--- src/lsi_pkg.sv ---
// shared constants for the linked status interrupt logic
package lsi_pkg;
    localparam int FLAG_W = 32;
    // bank b bit positions
    localparam int BIT_TOTAL_IDLE = 0;
    localparam int BIT_FUND_IDLE = 1;
    localparam int BIT_APP_IDLE = 2;
    localparam int BIT_RESET_DONE = 15;
    localparam int BIT_SAG = 16;
    localparam int BIT_EXCESS_I = 17;
    localparam int BIT_EXCESS_V = 18;
    localparam int BIT_PEAK_I = 23;
    localparam int BIT_PEAK_V = 24;
    // bank a bit positions
    localparam int BIT_ACT_REV_LO = 6;
    localparam int BIT_REACT_REV_LO = 10;
    localparam int BIT_SUM_REV_0 = 9;
    localparam int BIT_SUM_REV_1 = 13;
    localparam int BIT_SUM_REV_2 = 18;
    // device register map (byte addresses of own choosing)
    localparam logic [7:0] ADDR_FLAGS_A = 8'h00;
    localparam logic [7:0] ADDR_FLAGS_B = 8'h04;
    localparam logic [7:0] ADDR_ENABLE_A = 8'h08;
    localparam logic [7:0] ADDR_ENABLE_B = 8'h0c;
    localparam logic [7:0] ADDR_PHASE_IDLE = 8'h10;
    localparam logic [7:0] ADDR_PHASE_EVENT = 8'h14;
    localparam logic [7:0] ADDR_PEAK_I = 8'h18;
    localparam logic [7:0] ADDR_PEAK_V = 8'h1c;
    localparam logic [7:0] ADDR_POLARITY = 8'h20;
    // host apb register map
    localparam logic [7:0] HADDR_CTRL = 8'h00;
    localparam logic [7:0] HADDR_STATUS = 8'h04;
    localparam logic [7:0] HADDR_IRQ_STAT = 8'h08;
    localparam logic [7:0] HADDR_IRQ_MASK = 8'h0c;
    localparam logic [7:0] HADDR_FLAGS_A = 8'h10;
    localparam logic [7:0] HADDR_FLAGS_B = 8'h14;
    localparam logic [7:0] HADDR_LINKED = 8'h18;
    localparam logic [31:0] RESET_ZERO = 32'h0000_0000;
    localparam int SYNC_STAGES = 3;
endpackage

--- src/lsi_link_if.sv ---
// register access and request lines between host and metering device
`timescale 1ns/1ps
interface lsi_link_if;
    logic req;
    logic wr;
    logic [7:0] addr;
    logic [31:0] wdata;
    logic ack;
    logic [31:0] rdata;
    logic interrupt_out_n_a;
    logic interrupt_out_n_b;
    modport dev (input req, input wr, input addr, input wdata,
                 output ack, output rdata, output interrupt_out_n_a, output interrupt_out_n_b);
    modport host (output req, output wr, output addr, output wdata,
                  input ack, input rdata, input interrupt_out_n_a, input interrupt_out_n_b);
endinterface

--- src/lsi_sync.sv ---
// three-stage synchroniser with agreement of the last two stages
`timescale 1ns/1ps
module lsi_sync (
    // clock and reset
    input wire logic pclk,
    input wire logic presetn,
    // data
    input wire logic din,
    output logic dout
);
    logic [2:0] sh_q;
    logic dout_q;
    // first stage is read only by the second
    always_ff @(posedge pclk or negedge presetn) begin
        if (!presetn) begin
            sh_q <= 3'h7;
            dout_q <= 1'b1;
        end else begin
            sh_q <= {sh_q[1:0], din};
            if (sh_q[1] == sh_q[2]) begin
                dout_q <= sh_q[2];
            end
        end
    end
    assign dout = dout_q;
endmodule

--- src/lsi_host.sv ---
// host end: apb-driven service engine for the device request lines
//
// Implementation choices: the APB slave port and the register addresses.
`timescale 1ns/1ps
module lsi_host (
    // clock and reset
    input wire logic pclk,
    input wire logic presetn,
    // apb slave
    input wire logic psel,
    input wire logic penable,
    input wire logic pwrite,
    input wire logic [7:0] paddr,
    input wire logic [31:0] pwdata,
    output logic [31:0] prdata,
    output logic pready,
    output logic pslverr,
    // interrupt to software
    output logic irq,
    // link
    lsi_link_if.host link
);
    typedef enum logic [2:0] {
        LSI_IDLE = 3'b000,
        LSI_RD_FLAGS = 3'b001,
        LSI_RD_LINK = 3'b010,
        LSI_WR_BACK = 3'b011,
        LSI_DONE = 3'b100,
        LSI_CFG = 3'b101
    } lsi_state_e;
    lsi_state_e st_q, st_d;
    logic line_q; // bank being serviced: 0 = a, 1 = b
    logic ena_q;
    logic [1:0] pend_q; // edge latches per line
    logic [1:0] prev_q;
    logic [31:0] fa_q, fb_q, linked_q, flags_q;
    logic [1:0] stat_q, mask_q;
    logic req_q;
    logic [7:0] addr_q;
    logic wr_q;
    logic [31:0] wdata_q;
    logic [31:0] prdata_q;
    logic na_s, nb_s;
    logic cfg_q; // enable write waiting for the link
    logic cfg_b_q; // 0 = bank a, 1 = bank b
    logic [31:0] cfg_data_q;
    // pins cross from the device domain
    lsi_sync u_sync_a (.pclk(pclk), .presetn(presetn), .din(link.interrupt_out_n_a), .dout(na_s));
    lsi_sync u_sync_b (.pclk(pclk), .presetn(presetn), .din(link.interrupt_out_n_b), .dout(nb_s));
    wire [1:0] fall = prev_q & ~{nb_s, na_s};
    // apb decode
    wire apb_wr = psel && penable && pwrite;
    wire apb_rd = psel && penable && !pwrite;
    wire hit_ctrl = paddr == lsi_pkg::HADDR_CTRL;
    wire hit_stat = paddr == lsi_pkg::HADDR_IRQ_STAT;
    wire hit_mask = paddr == lsi_pkg::HADDR_IRQ_MASK;
    wire hit_fa = paddr == lsi_pkg::HADDR_FLAGS_A;
    wire hit_fb = paddr == lsi_pkg::HADDR_FLAGS_B;
    wire mapped = hit_ctrl || hit_stat || hit_mask || paddr == lsi_pkg::HADDR_STATUS
                  || paddr == lsi_pkg::HADDR_FLAGS_A || paddr == lsi_pkg::HADDR_FLAGS_B
                  || paddr == lsi_pkg::HADDR_LINKED;
    wire busy = st_q != LSI_IDLE;
    wire [31:0] rd_mux =
        hit_ctrl ? {31'h0, ena_q} :
        (paddr == lsi_pkg::HADDR_STATUS) ? {27'h0, pend_q, line_q, busy, ~nb_s & ~na_s} :
        hit_stat ? {30'h0, stat_q} :
        hit_mask ? {30'h0, mask_q} :
        (paddr == lsi_pkg::HADDR_FLAGS_A) ? fa_q :
        (paddr == lsi_pkg::HADDR_FLAGS_B) ? fb_q :
        (paddr == lsi_pkg::HADDR_LINKED) ? linked_q : 32'h0;
    // linked register address chosen from the bits that were set
    function automatic logic [7:0] link_addr(input logic bank, input logic [31:0] f);
        if (!bank) begin
            // only the reversal bits own a polarity record; 14..17 do not
            link_addr = (|f[13:6] || f[lsi_pkg::BIT_SUM_REV_2]) ? lsi_pkg::ADDR_POLARITY
                        : 8'hff;
        end else if (|f[2:0]) begin
            link_addr = lsi_pkg::ADDR_PHASE_IDLE;
        end else if (|f[18:16]) begin
            link_addr = lsi_pkg::ADDR_PHASE_EVENT;
        end else if (f[lsi_pkg::BIT_PEAK_I]) begin
            link_addr = lsi_pkg::ADDR_PEAK_I;
        end else if (f[lsi_pkg::BIT_PEAK_V]) begin
            link_addr = lsi_pkg::ADDR_PEAK_V;
        end else begin
            link_addr = 8'hff;
        end
    endfunction
    wire [7:0] laddr = link_addr(line_q, link.rdata);
    wire pick_b = pend_q[1];
    // service sequencer
    always_comb begin
        st_d = st_q;
        case (st_q)
            // enable writes go first so a new setting governs the next service
            LSI_IDLE: if (cfg_q) st_d = LSI_CFG;
                      else if (ena_q && |pend_q) st_d = LSI_RD_FLAGS;
            LSI_RD_FLAGS: if (link.ack) st_d = (laddr != 8'hff) ? LSI_RD_LINK : LSI_WR_BACK;
            LSI_RD_LINK: if (link.ack) st_d = LSI_WR_BACK;
            LSI_WR_BACK: if (link.ack) st_d = LSI_DONE;
            LSI_DONE: st_d = LSI_IDLE;
            LSI_CFG: if (link.ack) st_d = LSI_IDLE;
            default: st_d = LSI_IDLE;
        endcase
    end
    always_ff @(posedge pclk or negedge presetn) begin
        if (!presetn) begin
            st_q <= LSI_IDLE;
            line_q <= 1'b0;
            req_q <= 1'b0;
            wr_q <= 1'b0;
            addr_q <= 8'h0;
            wdata_q <= 32'h0;
            flags_q <= 32'h0;
            linked_q <= 32'h0;
            fa_q <= 32'h0;
            fb_q <= 32'h0;
        end else begin
            st_q <= st_d;
            req_q <= 1'b0;
            if (st_q == LSI_IDLE && st_d == LSI_CFG) begin
                addr_q <= cfg_b_q ? lsi_pkg::ADDR_ENABLE_B : lsi_pkg::ADDR_ENABLE_A;
                wr_q <= 1'b1;
                wdata_q <= cfg_data_q;
                req_q <= 1'b1;
            end else if (st_q == LSI_IDLE && st_d == LSI_RD_FLAGS) begin
                line_q <= pick_b;
                addr_q <= pick_b ? lsi_pkg::ADDR_FLAGS_B : lsi_pkg::ADDR_FLAGS_A;
                wr_q <= 1'b0;
                req_q <= 1'b1;
            end else if (link.ack && st_q == LSI_RD_FLAGS) begin
                flags_q <= link.rdata;
                if (line_q) fb_q <= link.rdata;
                else fa_q <= link.rdata;
                addr_q <= (laddr != 8'hff) ? laddr : addr_q;
                wr_q <= laddr == 8'hff;
                wdata_q <= link.rdata;
            end else if (link.ack && st_q == LSI_RD_LINK) begin
                linked_q <= link.rdata;
                wr_q <= 1'b1;
                addr_q <= line_q ? lsi_pkg::ADDR_FLAGS_B : lsi_pkg::ADDR_FLAGS_A;
            end else if (!link.ack) begin
                // raised again two cycles after each read answer, so the device sees a one-cycle gap
                req_q <= req_q || (busy && st_q != LSI_DONE);
            end
        end
    end
    // edge latches: set wins over service clear
    always_ff @(posedge pclk or negedge presetn) begin
        if (!presetn) begin
            prev_q <= 2'h3;
            pend_q <= 2'h0;
            stat_q <= 2'h0;
        end else begin
            prev_q <= {nb_s, na_s};
            for (int i = 0; i < 2; i++) begin
                if (st_q == LSI_IDLE && st_d == LSI_RD_FLAGS && pick_b == i[0]) begin
                    pend_q[i] <= fall[i];
                end else begin
                    pend_q[i] <= pend_q[i] | fall[i];
                end
                if (st_q == LSI_WR_BACK && link.ack && line_q == i[0]) begin
                    stat_q[i] <= 1'b1;
                end else if (apb_rd && hit_stat && prdata_q[i]) begin
                    // only bits already captured for the reader are cleared
                    stat_q[i] <= 1'b0;
                end
            end
        end
    end
    // apb registers
    always_ff @(posedge pclk or negedge presetn) begin
        if (!presetn) begin
            ena_q <= 1'b0;
            mask_q <= 2'h0;
            prdata_q <= 32'h0;
        end else begin
            if (apb_wr && hit_ctrl) ena_q <= pwdata[0];
            if (apb_wr && hit_mask) mask_q <= pwdata[1:0];
            if (psel && !penable) prdata_q <= rd_mux;
        end
    end
    // writes to the last-flags addresses load a device enable bank
    always_ff @(posedge pclk or negedge presetn) begin
        if (!presetn) begin
            cfg_q <= 1'b0;
            cfg_b_q <= 1'b0;
            cfg_data_q <= 32'h0;
        end else begin
            if (apb_wr && (hit_fa || hit_fb)) begin
                cfg_q <= 1'b1; // a fresh write wins and is sent after a service; during an enable write it is kept only if it lands on its ack
                cfg_b_q <= hit_fb;
                cfg_data_q <= pwdata;
            end else if (st_q == LSI_CFG && link.ack) begin
                cfg_q <= 1'b0;
            end
        end
    end
    assign prdata = prdata_q;
    assign pready = psel && penable;
    assign pslverr = psel && penable && !mapped;
    assign irq = |(stat_q & mask_q);
    assign link.req = req_q;
    assign link.wr = wr_q;
    assign link.addr = addr_q;
    assign link.wdata = wdata_q;
endmodule

--- src/flat_wrapper.sv ---
// flat-port wrapper written by rule: the top's interface ports become plain ports
module lsi_host_flat 
  (pclk, presetn, psel, penable, pwrite, paddr, pwdata, prdata, pready, pslverr, irq, link_req, link_wr, link_addr, link_wdata, link_ack, link_rdata, link_interrupt_out_n_a, link_interrupt_out_n_b);
  lsi_link_if link_i ();
  input wire logic pclk;
  input wire logic presetn;
  input wire logic psel;
  input wire logic penable;
  input wire logic pwrite;
  input wire logic [7:0] paddr;
  input wire logic [31:0] pwdata;
  output logic [31:0] prdata;
  output logic pready;
  output logic pslverr;
  output logic irq;
  output wire logic [$bits(link_i.req)-1:0] link_req;
  output wire logic [$bits(link_i.wr)-1:0] link_wr;
  output wire logic [$bits(link_i.addr)-1:0] link_addr;
  output wire logic [$bits(link_i.wdata)-1:0] link_wdata;
  input wire logic [$bits(link_i.ack)-1:0] link_ack;
  input wire logic [$bits(link_i.rdata)-1:0] link_rdata;
  input wire logic [$bits(link_i.interrupt_out_n_a)-1:0] link_interrupt_out_n_a;
  input wire logic [$bits(link_i.interrupt_out_n_b)-1:0] link_interrupt_out_n_b;
  assign link_req = link_i.req;
  assign link_wr = link_i.wr;
  assign link_addr = link_i.addr;
  assign link_wdata = link_i.wdata;
  assign link_i.ack = link_ack;
  assign link_i.rdata = link_rdata;
  assign link_i.interrupt_out_n_a = link_interrupt_out_n_a;
  assign link_i.interrupt_out_n_b = link_interrupt_out_n_b;
  lsi_host u_core (.pclk(pclk), .presetn(presetn), .psel(psel), .penable(penable), .pwrite(pwrite), .paddr(paddr), .pwdata(pwdata), .prdata(prdata), .pready(pready), .pslverr(pslverr), .irq(irq), .link(link_i));
endmodule
--- config.mk ---
export PLATFORM = sky130hd
export DESIGN_NAME = lsi_host_flat
export DESIGN_NICKNAME = d
export VERILOG_FILES = /design/src/lsi_pkg.sv /design/src/lsi_link_if.sv /design/src/lsi_sync.sv /design/src/lsi_host.sv /design/src/flat_wrapper.sv
export SDC_FILE = /design/constraint.sdc
export NUM_CORES = 1
export LEC_CHECK = 0
export ABC_CLOCK_PERIOD_IN_PS = 3900
export BUFFER_PORTS_ARGS = -buffer_cell sky130_fd_sc_hd__buf_4
export CAP_MARGIN = 10
export CORE_ASPECT_RATIO = 0.9
export CORE_MARGIN = 5
export CORE_UTILIZATION = 50
export DETAILED_ROUTE_END_ITERATION = 8
export PLACE_DENSITY_LB_ADDON = 0.08
export SYNTH_ARGS = -nofsm -noshare
export SYNTH_HDL_FRONTEND = slang
export SYNTH_SLANG_ARGS = --single-unit
--- constraint.sdc ---
create_clock -name pclk -period 3.9 [get_ports pclk]
set_input_delay 0 -clock pclk [delete_from_list [all_inputs] [get_ports pclk]]
set_output_delay 0 -clock pclk [all_outputs]
set_load 0.05 [all_outputs]
==> results.cfg <==
[placed_design]
io_buffers = 156
post-place-ws_ps = 959
globalplace.congestion = 0.833
dpl.hpwl_mm = 15.0

[worst_setup_path]
crit_cells = 6
cp_slowest_cell = or3_2
cp-end-kind = flop
ff2ff_path_depth = 6
critPathMaxFanout = 40
cp_top_family = compound AO/OA/AOI/OAI gates
path_cells = nand2_1 -> or3_2 -> a211oi_2 -> o21a_1 -> a2111oi_2 -> a221o_1
worstPathRequired_ps = 4290
critPathLaunchType = flop
critPathKind = reg2reg
slowest_delay_ps = 890
critPathBufInv = 0
arrival_ps = 3360

[route]
drc = 0
wl_mm = 24.5
drtIter0Drc = 373
viasPerCell = 5.55
wl_per_cell_um = 19.6
vias = 6957
firstDrtPassIters = 5
ant_nets = 0

[status]
status = finished, final reports clean

[clock_tree]
cts.sinks = 222
clk_pin_slew_ps = 60
root_buffer = clkbuf_16
post_cts_buffers = 0
cts_tree = done
clk_latency_ps = 510
cts_made_buffers = 23
clockBufferDepth = 3
htree_num_levels = 1

[synth]
ys_seq_area_share_pct = 58.6
synth_cell_types = 50
syn_area_per_cell_um2 = 12.1
synth_area_um2 = 9510
synth_edf_count = 0
synth_top_area_share_pct = 55.8
synthesis.nets = 863
ys_ff_latch = 222
syn-instance-count = 783
synth-async-reset-ratio_pct = 100
synth_area_leader_cell = dfrtp_1
ys.warnings.count = 0
synthFlopType = dfrtp_1
synth_area_leaders = dfrtp_1, mux2_2, mux2_4

[job]
drv_cap = 0

[sta]
max_freq_mhz = 337
fin_crit_ps = 2970
worst_slew_margin_rel_pct = 32.5
setup_ws_ps = 935
setup_viol = 0
worst_slew_pin_slew_ps = 1010
grt_setup_unrepaired = no
finalCritPeriodShare_pct = 76.0
fin_skew_ps = 12.2
hold_violations = 0
finalSetupTns_ps = 0
drv_slew = 0

[final_layout]
final_core_util_pct = 66.8
fillers = 1352
most-common-layout-cells = dfrtp_1, buf_4, nor2_1, mux2_2, dlygate4sd3_1
drive_gt1_share_pct = 35.3
area_growth_pct = 30.2
nets = 1072
layout_commonest_cell = dfrtp_1
diodes = 0

[grt]
grt_pass1_wl_mm = 39.9
track_usage_pct = 22.3
grt_max_degree = 117
grt_pass1_vias = 7365
overflow = 0
antenna_found_initial = 0

[die]
row_count = 47
core-area_um2 = 18500
die_x_um = 155
fp.dieH_um = 141
io_pins = 157
die_area_um2 = 21900
initial_utilization_pct = 51.3

[pwr]
p_leak_uw = 0.00582
power.density_nw_per_um2 = 674
ir_drop_uv = 477
p_total_uw = 8340

[worst_hold_path]
hold_class = in2reg
min_path_cells = 6
## cell families after synthesis
family | synth area share (%)
compound gates | 9.16
xor+xnor | 0.0921
fa+ha+maj | 0.211
buf+inv | 2.82
flops | 58.6
mux | 20.1
simple gates | 9.12
## where the power goes
| part | internal [uW] | total [uW] | switching [uW] |
|---|---|---|---|
| Sequential | 3040 | 3490 | 447 |
| Combinational | 1110 | 2650 | 1540 |
| Clock | 1330 | 2210 | 880 |
| Total | 5480 | 8340 | 2870 |
## repair_timing
item	4_1_cts	5_1_grt
endpoints found under the hold margin	278	0
hold buffers	73	0
resized for setup	0	0
## sequential cells by signal, indices dropped and copies added (netlist names), 5 cells and up
name and count:
u_core.link.wdata 32, u_core.cfg_data_q 32, u_core.prdata 32, u_core.fb_q 32
u_core.fa_q 32, u_core.link.addr 5, u_core.linked_q 32
## area by class of cell
type	instances	area, um^2	share of cell area (%)
tap	245	307	2.48
inverter	7	26.3	0.212
clock buffer	38	722	5.83
timing repair buffer	236	1990	16.1
sequential	222	5570	45.0
multi-input combinational	502	3710	30.0
clock inverter	4	52.6	0.424
## through the flow
step                instances  instance area [um^2]  hold WS [ps]
detailed placement       1138                 10800          97.2
global placement         1138                 10800          94.1
CTS                      1253                 12400          1.64
global route             1254                 12400          42.4
finish                   1254                 12400          21.4
floorplan                 783                  9510          -296
## tightest hold or removal path: cells and delay by family
kind,cells,cell delay [ps]
buf+inv,1,110
compound gates,1,80
simple gates,4,300
## final timing paths
path | start | slack, ps | end
setup / recovery | u_core.st_q[0] | 930 | u_core.link.addr[3]
hold / removal | paddr[0] | 20 | u_core.prdata[0]
setup reg to reg | u_core.st_q[0] | 930 | u_core.link.addr[3]
hold reg to reg | u_core.u_sync_a.sh_q[0] | 350 | u_core.u_sync_a.sh_q[1]
max in group asynchronous | presetn | 2700 | u_core.cfg_data_q[0]
min in group asynchronous | presetn | 110 | u_core.prdata[27]
## per-layer routing
metal,routed length [um],up-vias,track usage (%)
li1,-,3209,-
met5,0,-,0
met4,519,0,5.44
met3,1260,39,3.43
met2,11800,190,37.0
met1,11000,3519,31.1
## cells in the mapped netlist, types with 2 or more instances
library cell    n
dfrtp_1       212
nor2_1        106
mux2_2        104
nand2_1        58
o22ai_1        33
a21oi_1        31
mux2i_1        30
o31ai_1        30
mux2_4         29
clkbuf_1       26
o21ai_0        17
buf_1          10
buf_2          10
dfstp_2        10
nor3_1          8
inv_1           7
a31oi_1         5
nand3_1         5
a22o_1          4
a22oi_1         4
nand2b_1        4
nor4_1          4
or3_1           4
buf_4           3
buf_6           3
maj3_1          2
No activity file was read; power rests on OpenSTA's default activity.
